<file path="src/nvbmp_pkg.sv">
/*
  Shared constants for the host-side controller of an asynchronous
  byte-wide non-volatile memory: bus widths, array size, cycle timing
  and the power-up wait.
  Assumes a single 25 MHz system clock; all counts derive from it.
*/
package nvbmp_pkg;

  // Memory organisation
  localparam int ADDR_W = 17;                 // Address pins
  localparam int DATA_W = 8;                  // Data pins, one byte
  localparam int WORDS = 131072;              // Addressable bytes

  // System clock period
  localparam int CLK_PERIOD_NS = 40;

  // Least access time for strobe and read data, in ns
  localparam int ACCESS_NS = 35;
  // Least time rounds up to whole cycles, never below one
  localparam int ACCESS_CYC_RAW = (ACCESS_NS + CLK_PERIOD_NS - 1) / CLK_PERIOD_NS;
  localparam int ACCESS_CYC = (ACCESS_CYC_RAW < 1) ? 1 : ACCESS_CYC_RAW;

  // Access phase counter
  localparam int ACC_CNT_W = 4;
  localparam logic [ACC_CNT_W-1:0] ACC_CNT_RST = 4'h0;
  localparam logic [ACC_CNT_W-1:0] ACC_CNT_LAST = ACC_CNT_W'(ACCESS_CYC - 1);

  // Startup wait after the supply is good, in ns (2 ms)
  localparam int STARTUP_NS = 2000000;
  // Rounded up, plus one so the hold strictly exceeds the wait
  localparam int STARTUP_CYC = (STARTUP_NS + CLK_PERIOD_NS - 1) / CLK_PERIOD_NS + 1;

  // Pin levels after reset: every control inactive high
  localparam logic CTRL_IDLE = 1'b1;
  localparam logic [ADDR_W-1:0] ADDR_RST = 17'h0_0000;
  localparam logic [DATA_W-1:0] DATA_RST = 8'h00;

endpackage

</file>
<file path="src/nvbmp_startup_timer.sv">
/*
  Power-up wait timer. Counts the startup interval once the supply is
  reported good and restarts from zero whenever it is lost.
  Assumes supply_ok and below_store_block_threshold are synchronous
  level inputs from a supply monitor.
*/
`timescale 1ns/10ps
module nvbmp_startup_timer #(
  parameter int unsigned STARTUP_CYC = nvbmp_pkg::STARTUP_CYC
) (
  input wire logic clk_sys,
  input wire logic rst_n,
  input wire logic clk_en,
  input wire logic supply_ok,
  input wire logic below_store_block_threshold,
  output logic access_ok
);

  localparam int CNT_W = $clog2(STARTUP_CYC + 1);
  localparam logic [CNT_W-1:0] CNT_DONE = CNT_W'(STARTUP_CYC);

  logic [CNT_W-1:0] cnt_q; // Cycles of good supply so far
  logic [CNT_W-1:0] cnt_d;
  logic ok_q; // Wait complete
  logic ok_d;
  logic power_good; // Supply above minimum and above inhibit level

  // Next count and done flag
  always_comb begin
    power_good = supply_ok & ~below_store_block_threshold;
    cnt_d = cnt_q;
    ok_d = ok_q;
    if (!power_good) begin
      cnt_d = '0;
      ok_d = 1'b0;
    end else if (cnt_q == CNT_DONE) begin
      ok_d = 1'b1;
    end else begin
      cnt_d = CNT_W'(cnt_q + 1'b1);
      ok_d = 1'b0;
    end
  end

  // Registers, frozen while the enable is low
  always_ff @(posedge clk_sys or negedge rst_n) begin
    if (!rst_n) begin
      cnt_q <= '0;
      ok_q <= 1'b0;
    end else if (clk_en) begin
      cnt_q <= cnt_d;
      ok_q <= ok_d;
    end
  end

  assign access_ok = ok_q;

endmodule

</file>
<file path="src/nvbmp_host.sv">
/*
  Host controller for an asynchronous byte-wide non-volatile memory.
  Turns single read and write requests into chip select, write strobe
  and output gate cycles, and keeps the memory idle through power-up.
  Assumes all inputs are synchronous to clk_sys and the outside world
  resolves the data pins from mem_dq_o and mem_dq_oe.
*/
// What this block does
// - Strobe low writes; gate low reads
// - Wait 2 ms after supply good
// - Hold select and strobe high during power-up
// - Brownout restarts the full startup wait
`timescale 1ns/10ps
module nvbmp_host #(
  parameter int ADDR_W = nvbmp_pkg::ADDR_W,
  parameter int DATA_W = nvbmp_pkg::DATA_W,
  parameter int unsigned STARTUP_CYC = nvbmp_pkg::STARTUP_CYC
) (
  input wire logic clk_sys,
  input wire logic rst_n,
  input wire logic clk_en,
  // Supply monitor
  input wire logic supply_ok,
  input wire logic below_store_block_threshold,
  // User request side
  input wire logic req_valid,
  input wire logic req_write,
  input wire logic [ADDR_W-1:0] req_addr,
  input wire logic [DATA_W-1:0] req_wdata,
  output logic req_ready,
  output logic rsp_valid,
  output logic [DATA_W-1:0] rsp_rdata,
  output logic mem_ready,
  // Memory pins
  output logic [ADDR_W-1:0] mem_addr,
  output logic mem_ce_n,
  output logic mem_we_n,
  output logic mem_oe_n,
  output logic [DATA_W-1:0] mem_dq_o,
  output logic mem_dq_oe,
  input wire logic [DATA_W-1:0] mem_dq_i
);

  // Access sequencer states
  typedef enum logic [2:0] {
    ST_STARTUP,
    ST_IDLE,
    ST_WR_SETUP,
    ST_WR_PULSE,
    ST_WR_END,
    ST_RD_WAIT,
    ST_RD_END
  } nvbmp_state_e;

  nvbmp_state_e state_q; // Current phase
  nvbmp_state_e state_d;
  logic [nvbmp_pkg::ACC_CNT_W-1:0] cnt_q; // Cycles spent in the phase
  logic [nvbmp_pkg::ACC_CNT_W-1:0] cnt_d;
  logic access_ok; // Startup wait complete

  // Pin and answer registers, all outputs but mem_ready come from these
  logic [ADDR_W-1:0] addr_q;
  logic [ADDR_W-1:0] addr_d;
  logic [DATA_W-1:0] dq_o_q;
  logic [DATA_W-1:0] dq_o_d;
  logic dq_oe_q;
  logic dq_oe_d;
  logic ce_n_q;
  logic ce_n_d;
  logic we_n_q;
  logic we_n_d;
  logic oe_n_q;
  logic oe_n_d;
  logic ready_q;
  logic ready_d;
  logic rsp_valid_q;
  logic rsp_valid_d;
  logic [DATA_W-1:0] rdata_q;
  logic [DATA_W-1:0] rdata_d;

  // True when the phase counter has reached the access time
  function automatic logic phase_done(input logic [nvbmp_pkg::ACC_CNT_W-1:0] cnt);
    phase_done = (cnt == nvbmp_pkg::ACC_CNT_LAST);
  endfunction

  // Startup wait, restarted on any supply loss
  nvbmp_startup_timer #(
    .STARTUP_CYC(STARTUP_CYC)
  ) u_startup (
    .clk_sys(clk_sys),
    .rst_n(rst_n),
    .clk_en(clk_en),
    .supply_ok(supply_ok),
    .below_store_block_threshold(below_store_block_threshold),
    .access_ok(access_ok)
  );

  // Sequencer next state and pin values
  always_comb begin
    state_d = state_q;
    cnt_d = nvbmp_pkg::ACC_CNT_RST;
    addr_d = addr_q;
    dq_o_d = dq_o_q;
    dq_oe_d = dq_oe_q;
    ce_n_d = ce_n_q;
    we_n_d = we_n_q;
    oe_n_d = oe_n_q;
    rsp_valid_d = 1'b0;
    rdata_d = rdata_q;
    case (state_q)
      ST_STARTUP: begin
        ce_n_d = nvbmp_pkg::CTRL_IDLE;
        we_n_d = nvbmp_pkg::CTRL_IDLE;
        oe_n_d = nvbmp_pkg::CTRL_IDLE;
        dq_oe_d = 1'b0;
        if (access_ok) begin
          state_d = ST_IDLE;
        end
      end
      ST_IDLE: begin
        // Bus released, memory deselected
        dq_oe_d = 1'b0;
        if (req_valid && ready_q) begin
          addr_d = req_addr;
          ce_n_d = 1'b0;
          if (req_write) begin
            // Data driven before the strobe falls
            dq_o_d = req_wdata;
            dq_oe_d = 1'b1;
            state_d = ST_WR_SETUP;
          end else begin
            oe_n_d = 1'b0;
            state_d = ST_RD_WAIT;
          end
        end
      end
      ST_WR_SETUP: begin
        we_n_d = 1'b0;
        state_d = ST_WR_PULSE;
      end
      ST_WR_PULSE: begin
        if (phase_done(cnt_q)) begin
          we_n_d = nvbmp_pkg::CTRL_IDLE;
          ce_n_d = nvbmp_pkg::CTRL_IDLE;
          state_d = ST_WR_END;
        end else begin
          cnt_d = nvbmp_pkg::ACC_CNT_W'(cnt_q + 1'b1);
        end
      end
      ST_WR_END: begin
        dq_oe_d = 1'b0;
        state_d = ST_IDLE;
      end
      ST_RD_WAIT: begin
        // Wait the access time before sampling
        if (phase_done(cnt_q)) begin
          rdata_d = mem_dq_i;
          rsp_valid_d = 1'b1;
          ce_n_d = nvbmp_pkg::CTRL_IDLE;
          oe_n_d = nvbmp_pkg::CTRL_IDLE;
          state_d = ST_RD_END;
        end else begin
          cnt_d = nvbmp_pkg::ACC_CNT_W'(cnt_q + 1'b1);
        end
      end
      ST_RD_END: begin
        // Turnaround cycle so both ends never drive together
        state_d = ST_IDLE;
      end
      default: begin
        state_d = ST_STARTUP;
      end
    endcase
    if (!access_ok) begin
      state_d = ST_STARTUP;
      ce_n_d = nvbmp_pkg::CTRL_IDLE;
      we_n_d = nvbmp_pkg::CTRL_IDLE;
      oe_n_d = nvbmp_pkg::CTRL_IDLE;
      dq_oe_d = 1'b0;
      rsp_valid_d = 1'b0;
    end
    // Ready only in an idle phase with the wait over
    ready_d = (state_d == ST_IDLE) && access_ok;
  end

  // Sequencer registers, frozen while the enable is low
  always_ff @(posedge clk_sys or negedge rst_n) begin
    if (!rst_n) begin
      state_q <= ST_STARTUP;
      cnt_q <= nvbmp_pkg::ACC_CNT_RST;
      addr_q <= nvbmp_pkg::ADDR_RST;
      dq_o_q <= nvbmp_pkg::DATA_RST;
      dq_oe_q <= 1'b0;
      ce_n_q <= nvbmp_pkg::CTRL_IDLE;
      we_n_q <= nvbmp_pkg::CTRL_IDLE;
      oe_n_q <= nvbmp_pkg::CTRL_IDLE;
      ready_q <= 1'b0;
      rsp_valid_q <= 1'b0;
      rdata_q <= nvbmp_pkg::DATA_RST;
    end else if (clk_en) begin
      state_q <= state_d;
      cnt_q <= cnt_d;
      addr_q <= addr_d;
      dq_o_q <= dq_o_d;
      dq_oe_q <= dq_oe_d;
      ce_n_q <= ce_n_d;
      we_n_q <= we_n_d;
      oe_n_q <= oe_n_d;
      ready_q <= ready_d;
      rsp_valid_q <= rsp_valid_d;
      rdata_q <= rdata_d;
    end
  end

  // Outputs straight from flip-flops
  assign req_ready = ready_q;
  assign rsp_valid = rsp_valid_q;
  assign rsp_rdata = rdata_q;
  assign mem_ready = access_ok;
  assign mem_addr = addr_q;
  assign mem_ce_n = ce_n_q;
  assign mem_we_n = we_n_q;
  assign mem_oe_n = oe_n_q;
  assign mem_dq_o = dq_o_q;
  assign mem_dq_oe = dq_oe_q;

endmodule

</file>
<file path="config.mk">
export PLATFORM = sky130hd
export DESIGN_NAME = nvbmp_host
export DESIGN_NICKNAME = d
export VERILOG_FILES = /design/src/nvbmp_pkg.sv /design/src/nvbmp_startup_timer.sv /design/src/nvbmp_host.sv
export SDC_FILE = /design/constraint.sdc
export NUM_CORES = 1
export LEC_CHECK = 0
export BUFFER_PORTS_ARGS = -buffer_cell sky130_fd_sc_hd__buf_2
export CAP_MARGIN = 20
export CELL_PAD_IN_SITES_DETAIL_PLACEMENT = 1
export CELL_PAD_IN_SITES_GLOBAL_PLACEMENT = 1
export CORE_MARGIN = 2
export CORE_UTILIZATION = 41
export CTS_BUF_LIST = sky130_fd_sc_hd__clkbuf_16
export CTS_CLUSTER_DIAMETER = 120
export DETAILED_ROUTE_END_ITERATION = 8
export PLACE_DENSITY_LB_ADDON = 0.1
export SKIP_CTS_REPAIR_TIMING = 1
export SYNTH_ARGS = -nofsm -noshare
export SYNTH_HDL_FRONTEND = slang
export SYNTH_SLANG_ARGS = --single-unit
</file>
<file path="constraint.sdc">
create_clock -name clk_sys -period 2.4 [get_ports clk_sys]
set_input_delay 0.36 -clock clk_sys [delete_from_list [all_inputs] [get_ports clk_sys]]
set_output_delay 0.36 -clock clk_sys [all_outputs]
set_load 0.01 [all_outputs]
</file>
# Word level (Yosys, flattened, before mapping)
# Index checks and enable logic that the tools add are counted.
[op_classes]
mux = 29
n_reduce_logical = 15
addsub = 2
n_bitwise = 2
eq_ne = 18
[op_table]
columns = ["op", "count"]
rows = [
  ["16-bit two-way mux", 2],
  ["3-bit != test (second input constant)", 6],
  ["16-bit by 1-bit adder with 16-bit output (second input constant)", 1],
  ["16-bit == test (second input constant)", 1],
  ["1-bit two-way mux", 15],
  ["3-bit two-way mux", 5],
  ["3-bit one-hot mux with 5 select lines", 1],
  ["4-bit != test (second input constant)", 3],
  ["3-bit == test (second input constant)", 3],
  ["1-bit one-hot mux with 3 select lines", 3],
  ["3-bit AND reduction", 3],
  ["4-bit two-way mux", 2],
  ["4-bit AND reduction", 2],
  ["3-bit by 1-bit == test with 1-bit output (second input constant)", 2],
  ["3-bit by 2-bit == test with 1-bit output (second input constant)", 2],
  ["5-bit AND reduction", 1],
  ["4-bit by 1-bit adder with 4-bit output (second input constant)", 1],
  ["4-bit zero test", 1],
  ["2-bit AND reduction", 2],
  ["2-bit OR reduction", 2],
  ["3-bit zero test", 1],
  ["3-bit OR reduction", 1],
  ["1-bit logical AND", 2],
  ["2-bit != test (second input constant)", 1],
  ["other kinds (3)", 3],
]
[totals]
wordCells = 79
inputBits = 40
ff_bits = 63
output_inout_bits = 40

# Longest topological paths before layout
[logic_depth]
ltp_word = 6
mapped_depth = 6
ltp_nobuf = 6

# Cells and area by module
# Synthesis repeated with hierarchy kept, for this count alone.
[hier_totals]
hier_cells = 263
area_unflattened_um2 = 3131.8
[by_module_without_submodules]
columns = ["module", "area_per_inst_um2", "cells_each", "seq_area_each_um2", "n_inst"]
rows = [
  ["nvbmp_host", 2102.0, 152, 1154.9, 1],
  ["nvbmp_startup_timer", 1029.7, 111, 425.4, 1],
]

# Worst setup path after synthesis
# OpenSTA, ideal clock, no wires.
[synth_timing]
path_kind = "reg-to-reg"
from = "reg cnt_q[0] (netlist bit)"
to = "reg rdata_q[0], in the netlist rsp_rdata[0]"
period_less_slack_ns = 1.805
required_ns = 2.275
t_arrival_ns = 1.680
setup_ns = 0.125
path_slack_ns = 0.595
n_path_buf = 0
path_stages_with_launch = 7
cell_sequence = "dfrtp_1 -> inv_1 -> ha_1 -> nor3b_4 -> nand3_1 -> nor2_4 -> mux2_2"
[synth_via]
elab_chain_cells = 2
[synth_lines]
columns = ["item", "line", "text"]
rows = [
  ["start: declaration", "nvbmp_host.sv:57", "logic [nvbmp_pkg::ACC_CNT_W-1:0] cnt_q;"],
  ["start signal: assignment", "nvbmp_host.sv:190", "cnt_q <= nvbmp_pkg::ACC_CNT_RST;"],
  ["start signal: assignment", "nvbmp_host.sv:202", "cnt_q <= cnt_d;"],
  ["4-bit zero test", "nvbmp_host.sv:83", "phase_done = (cnt == nvbmp_pkg::ACC_CNT_LAST);"],
  ["3-bit AND reduction (no source line)", "--", ""],
  ["end signal: assignment", "nvbmp_host.sv:199", "rdata_q <= nvbmp_pkg::DATA_RST;"],
  ["end signal: assignment", "nvbmp_host.sv:211", "rdata_q <= rdata_d;"],
  ["end: declaration", "nvbmp_host.sv:78", "logic [DATA_W-1:0] rdata_q;"],
]
# No other way between the ends.
# A chain may end at the register's enable or synchronous reset.

# Worst setup path after layout
[layout_timing]
from = "reg cnt_q[0] (netlist bit)"
to = "reg rdata_q[2], in the netlist rsp_rdata[2]"
# The elaborated chain is that of the path after synthesis.

==> reports/metrics.yaml <==
tightest_slew_ns: 0.812
timing.rr.start: "cnt_q[0]"
antenna_found_initial: 0
global_route.usage.met3_pct: 6.34
power-per-cell-area_nw_per_um2: 661
boundaryPins: 80
top_usage_layer: "met2"
wl_per_cell_um: 17.0
critPathMaxFanout: 10
status: "completed"
maxSlewViolCount: 0
place_area_um2: 3550
port_buffers: 79
core_area_um2: 7250
worst_skew_pair.late_latency_ns: 0.32
cp-start-kind: "flop"
fin_crit_ns: 2.06
clk_root_buffer_cell: "clkbuf_16"
p_leak_nw: 1.92
clock_sinks: 63
slew_headroom_pct: 45.9
synth_largest_area_cell: "dfrtp_1"
crit_type: "reg -> reg"
synth.most_common_cell: "dfrtp_1"
required_ns: 2.61
synthTopCellsByArea: "dfrtp_1, mux2_2, o21ai_0"
r2r_setup_slack_ns: 0.34
hold_violations: 0
clkTransAtPathRegs_ns: 0.05
drt_first_pass_iters: 4
grt_use_total_pct: 20.1
met1_usage_pct: 26.5
diodes: 0
r2r-end: "rsp_rdata[2]"
avgSynthCellArea_um2: 11.6
nets: 390
cts.path.max_buffers: 2
via_per_inst: 5.45
crit_arrival_ns: 2.26
wl_mm: 7.62
syn_nets: 307
initial_core_util_pct: 42.1
dpl_worst_slack_ns: 0.354
fin_crit_sh_pct: 85.7
synth_seq_cells: 63
synth_top_area_share_pct: 49.1
grt_max_degree: 36
cts_tree: "yes"
drt_iter0_drc: 53
cts_max_level: 3
grt_pass1_wl_mm: 13.1
setup_ws_ns: 0.344
finalClockSkew_ns: 0.00299
vdd_ir_drop_max_v: 0.000345
crit_path_end_kind: "flop"
drtAntennaViolNets: 0
yosysWarnings: 0
seq_area_frac_synth_pct: 51.7
grt-ovfl-total: 0
cts_buffers: 9
drv_cap: 0
async_reset_ff_share_pct: 100
synth_edf_count: 0
synth_top_flop_cell: "dfrtp_1"
num_vias: 2447
syn_to_final_growth_pct: 26.0
rsz0062_at_grt: "no"
die_y_um: 90.3
fin_area_um2: 3850
tns_ns: 0
crit_path_start: "cnt_q[0]"
drive_above_1_share_pct: 41.7
grt_pass1_vias: 2627
syn_area_um2: 3060
globalplace.congestion: 0.783
syn_inst: 263
gr-usage-met2_pct: 31.1
critPathCapture: "rsp_rdata[2]"
fp.dieArea_um2: 8160
dieWidth_um: 90.3
setup_viol: 0
reg2reg_depth: 6
synthTopCellsByCount: "dfrtp_1, mux2_2, o21ai_0"
rows: 31
max_freq_mhz: 486
hold_class: "in -> async"
drc: 0
place_hpwl_mm: 5.34
ys_types: 56
-- cells by family (layout without fill, tap and decap cells) --
family / count (synthesis) / count (layout) / share of synthesized area [%]
adder cells (fa/ha/maj): 4 / 4 / 1.64
multiplexers: 37 / 37 / 13.5
flip-flops: 63 / 63 / 51.7
buffers and inverters: 23 / 110 / 3.69
AO/OA/AOI/OAI: 64 / 64 / 13.8
AND/OR/NAND/NOR: 70 / 70 / 15.1
XOR/XNOR: 2 / 2 / 0.573
-- report_power, final --
group	switching, mW	internal, mW	leakage [nW]
sequential	0.00758	1.08	0.860
combinational	0.0702	0.0507	0.906
clock	0.452	0.891	0.154
-- layout by cell type (no fill, tap or decap), drive strengths merged, types with 6 or more instances in the layout --
cell type  netlist  routed
a21oi           11      11
o21ai           16      16
nor2             9       9
clkbuf           7       9
buf              7      86
mux2            33      33
o31ai            6       6
nand2           11      11
nand3            8       8
dfrtp           60      60
a31oi            6       6
inv              9      10
nor3             6       6
-- registers in the layout, indices dropped and copies added (netlist names), 3 cells and up --
name and cells:
state_q 3, mem_addr 17, rsp_rdata 8, u_startup.cnt_q 16
cnt_q 4, mem_dq_o 8
-- worst min-delay path by stage --
stage | start | end
after floorplan | rst_n | cnt_q[0]
after global placement | mem_dq_oe | mem_dq_oe
after detailed placement | mem_dq_oe | mem_dq_oe
after CTS | rst_n | cnt_q[2]
after global routing | rst_n | cnt_q[2]
final | rst_n | cnt_q[2]
-- metal layers --
metal	up-vias	share of wire, %
met3	12	6.9
met2	63	45
met1	1217	46
met4	0	1.9
li1	1155	-
met5	-	0
-- layout make-up --
class	instances	area (um2)
fill	825	3400
inverter	9	33.8
multi-input combinational	177	1360
timing repair buffer	86	448
clock buffer	9	225
tap	99	124
clock inverter	6	77.6
sequential	63	1580
-- critical path: stages (launching register included) --
cell	delay [ns]
dfrtp_1	0.40
inv_1	0.10
ha_1	0.17
nor3b_4	0.40
nand3_1	0.22
nor2_4	0.28
mux2_2	0.37
-- metrics by stage --
step	std cells	hold WS, ns	power (mW)	utilization (%)
after floorplan	263	0.0644	1.15	-
after global placement	434	0.468	1.22	48.9
after detailed placement	434	0.484	1.22	48.9
after CTS	449	0.165	2.58	53.1
after global routing	449	0.194	2.65	53.1
final	449	0.130	2.55	53.1
No activity file was read; power rests on OpenSTA's default activity.
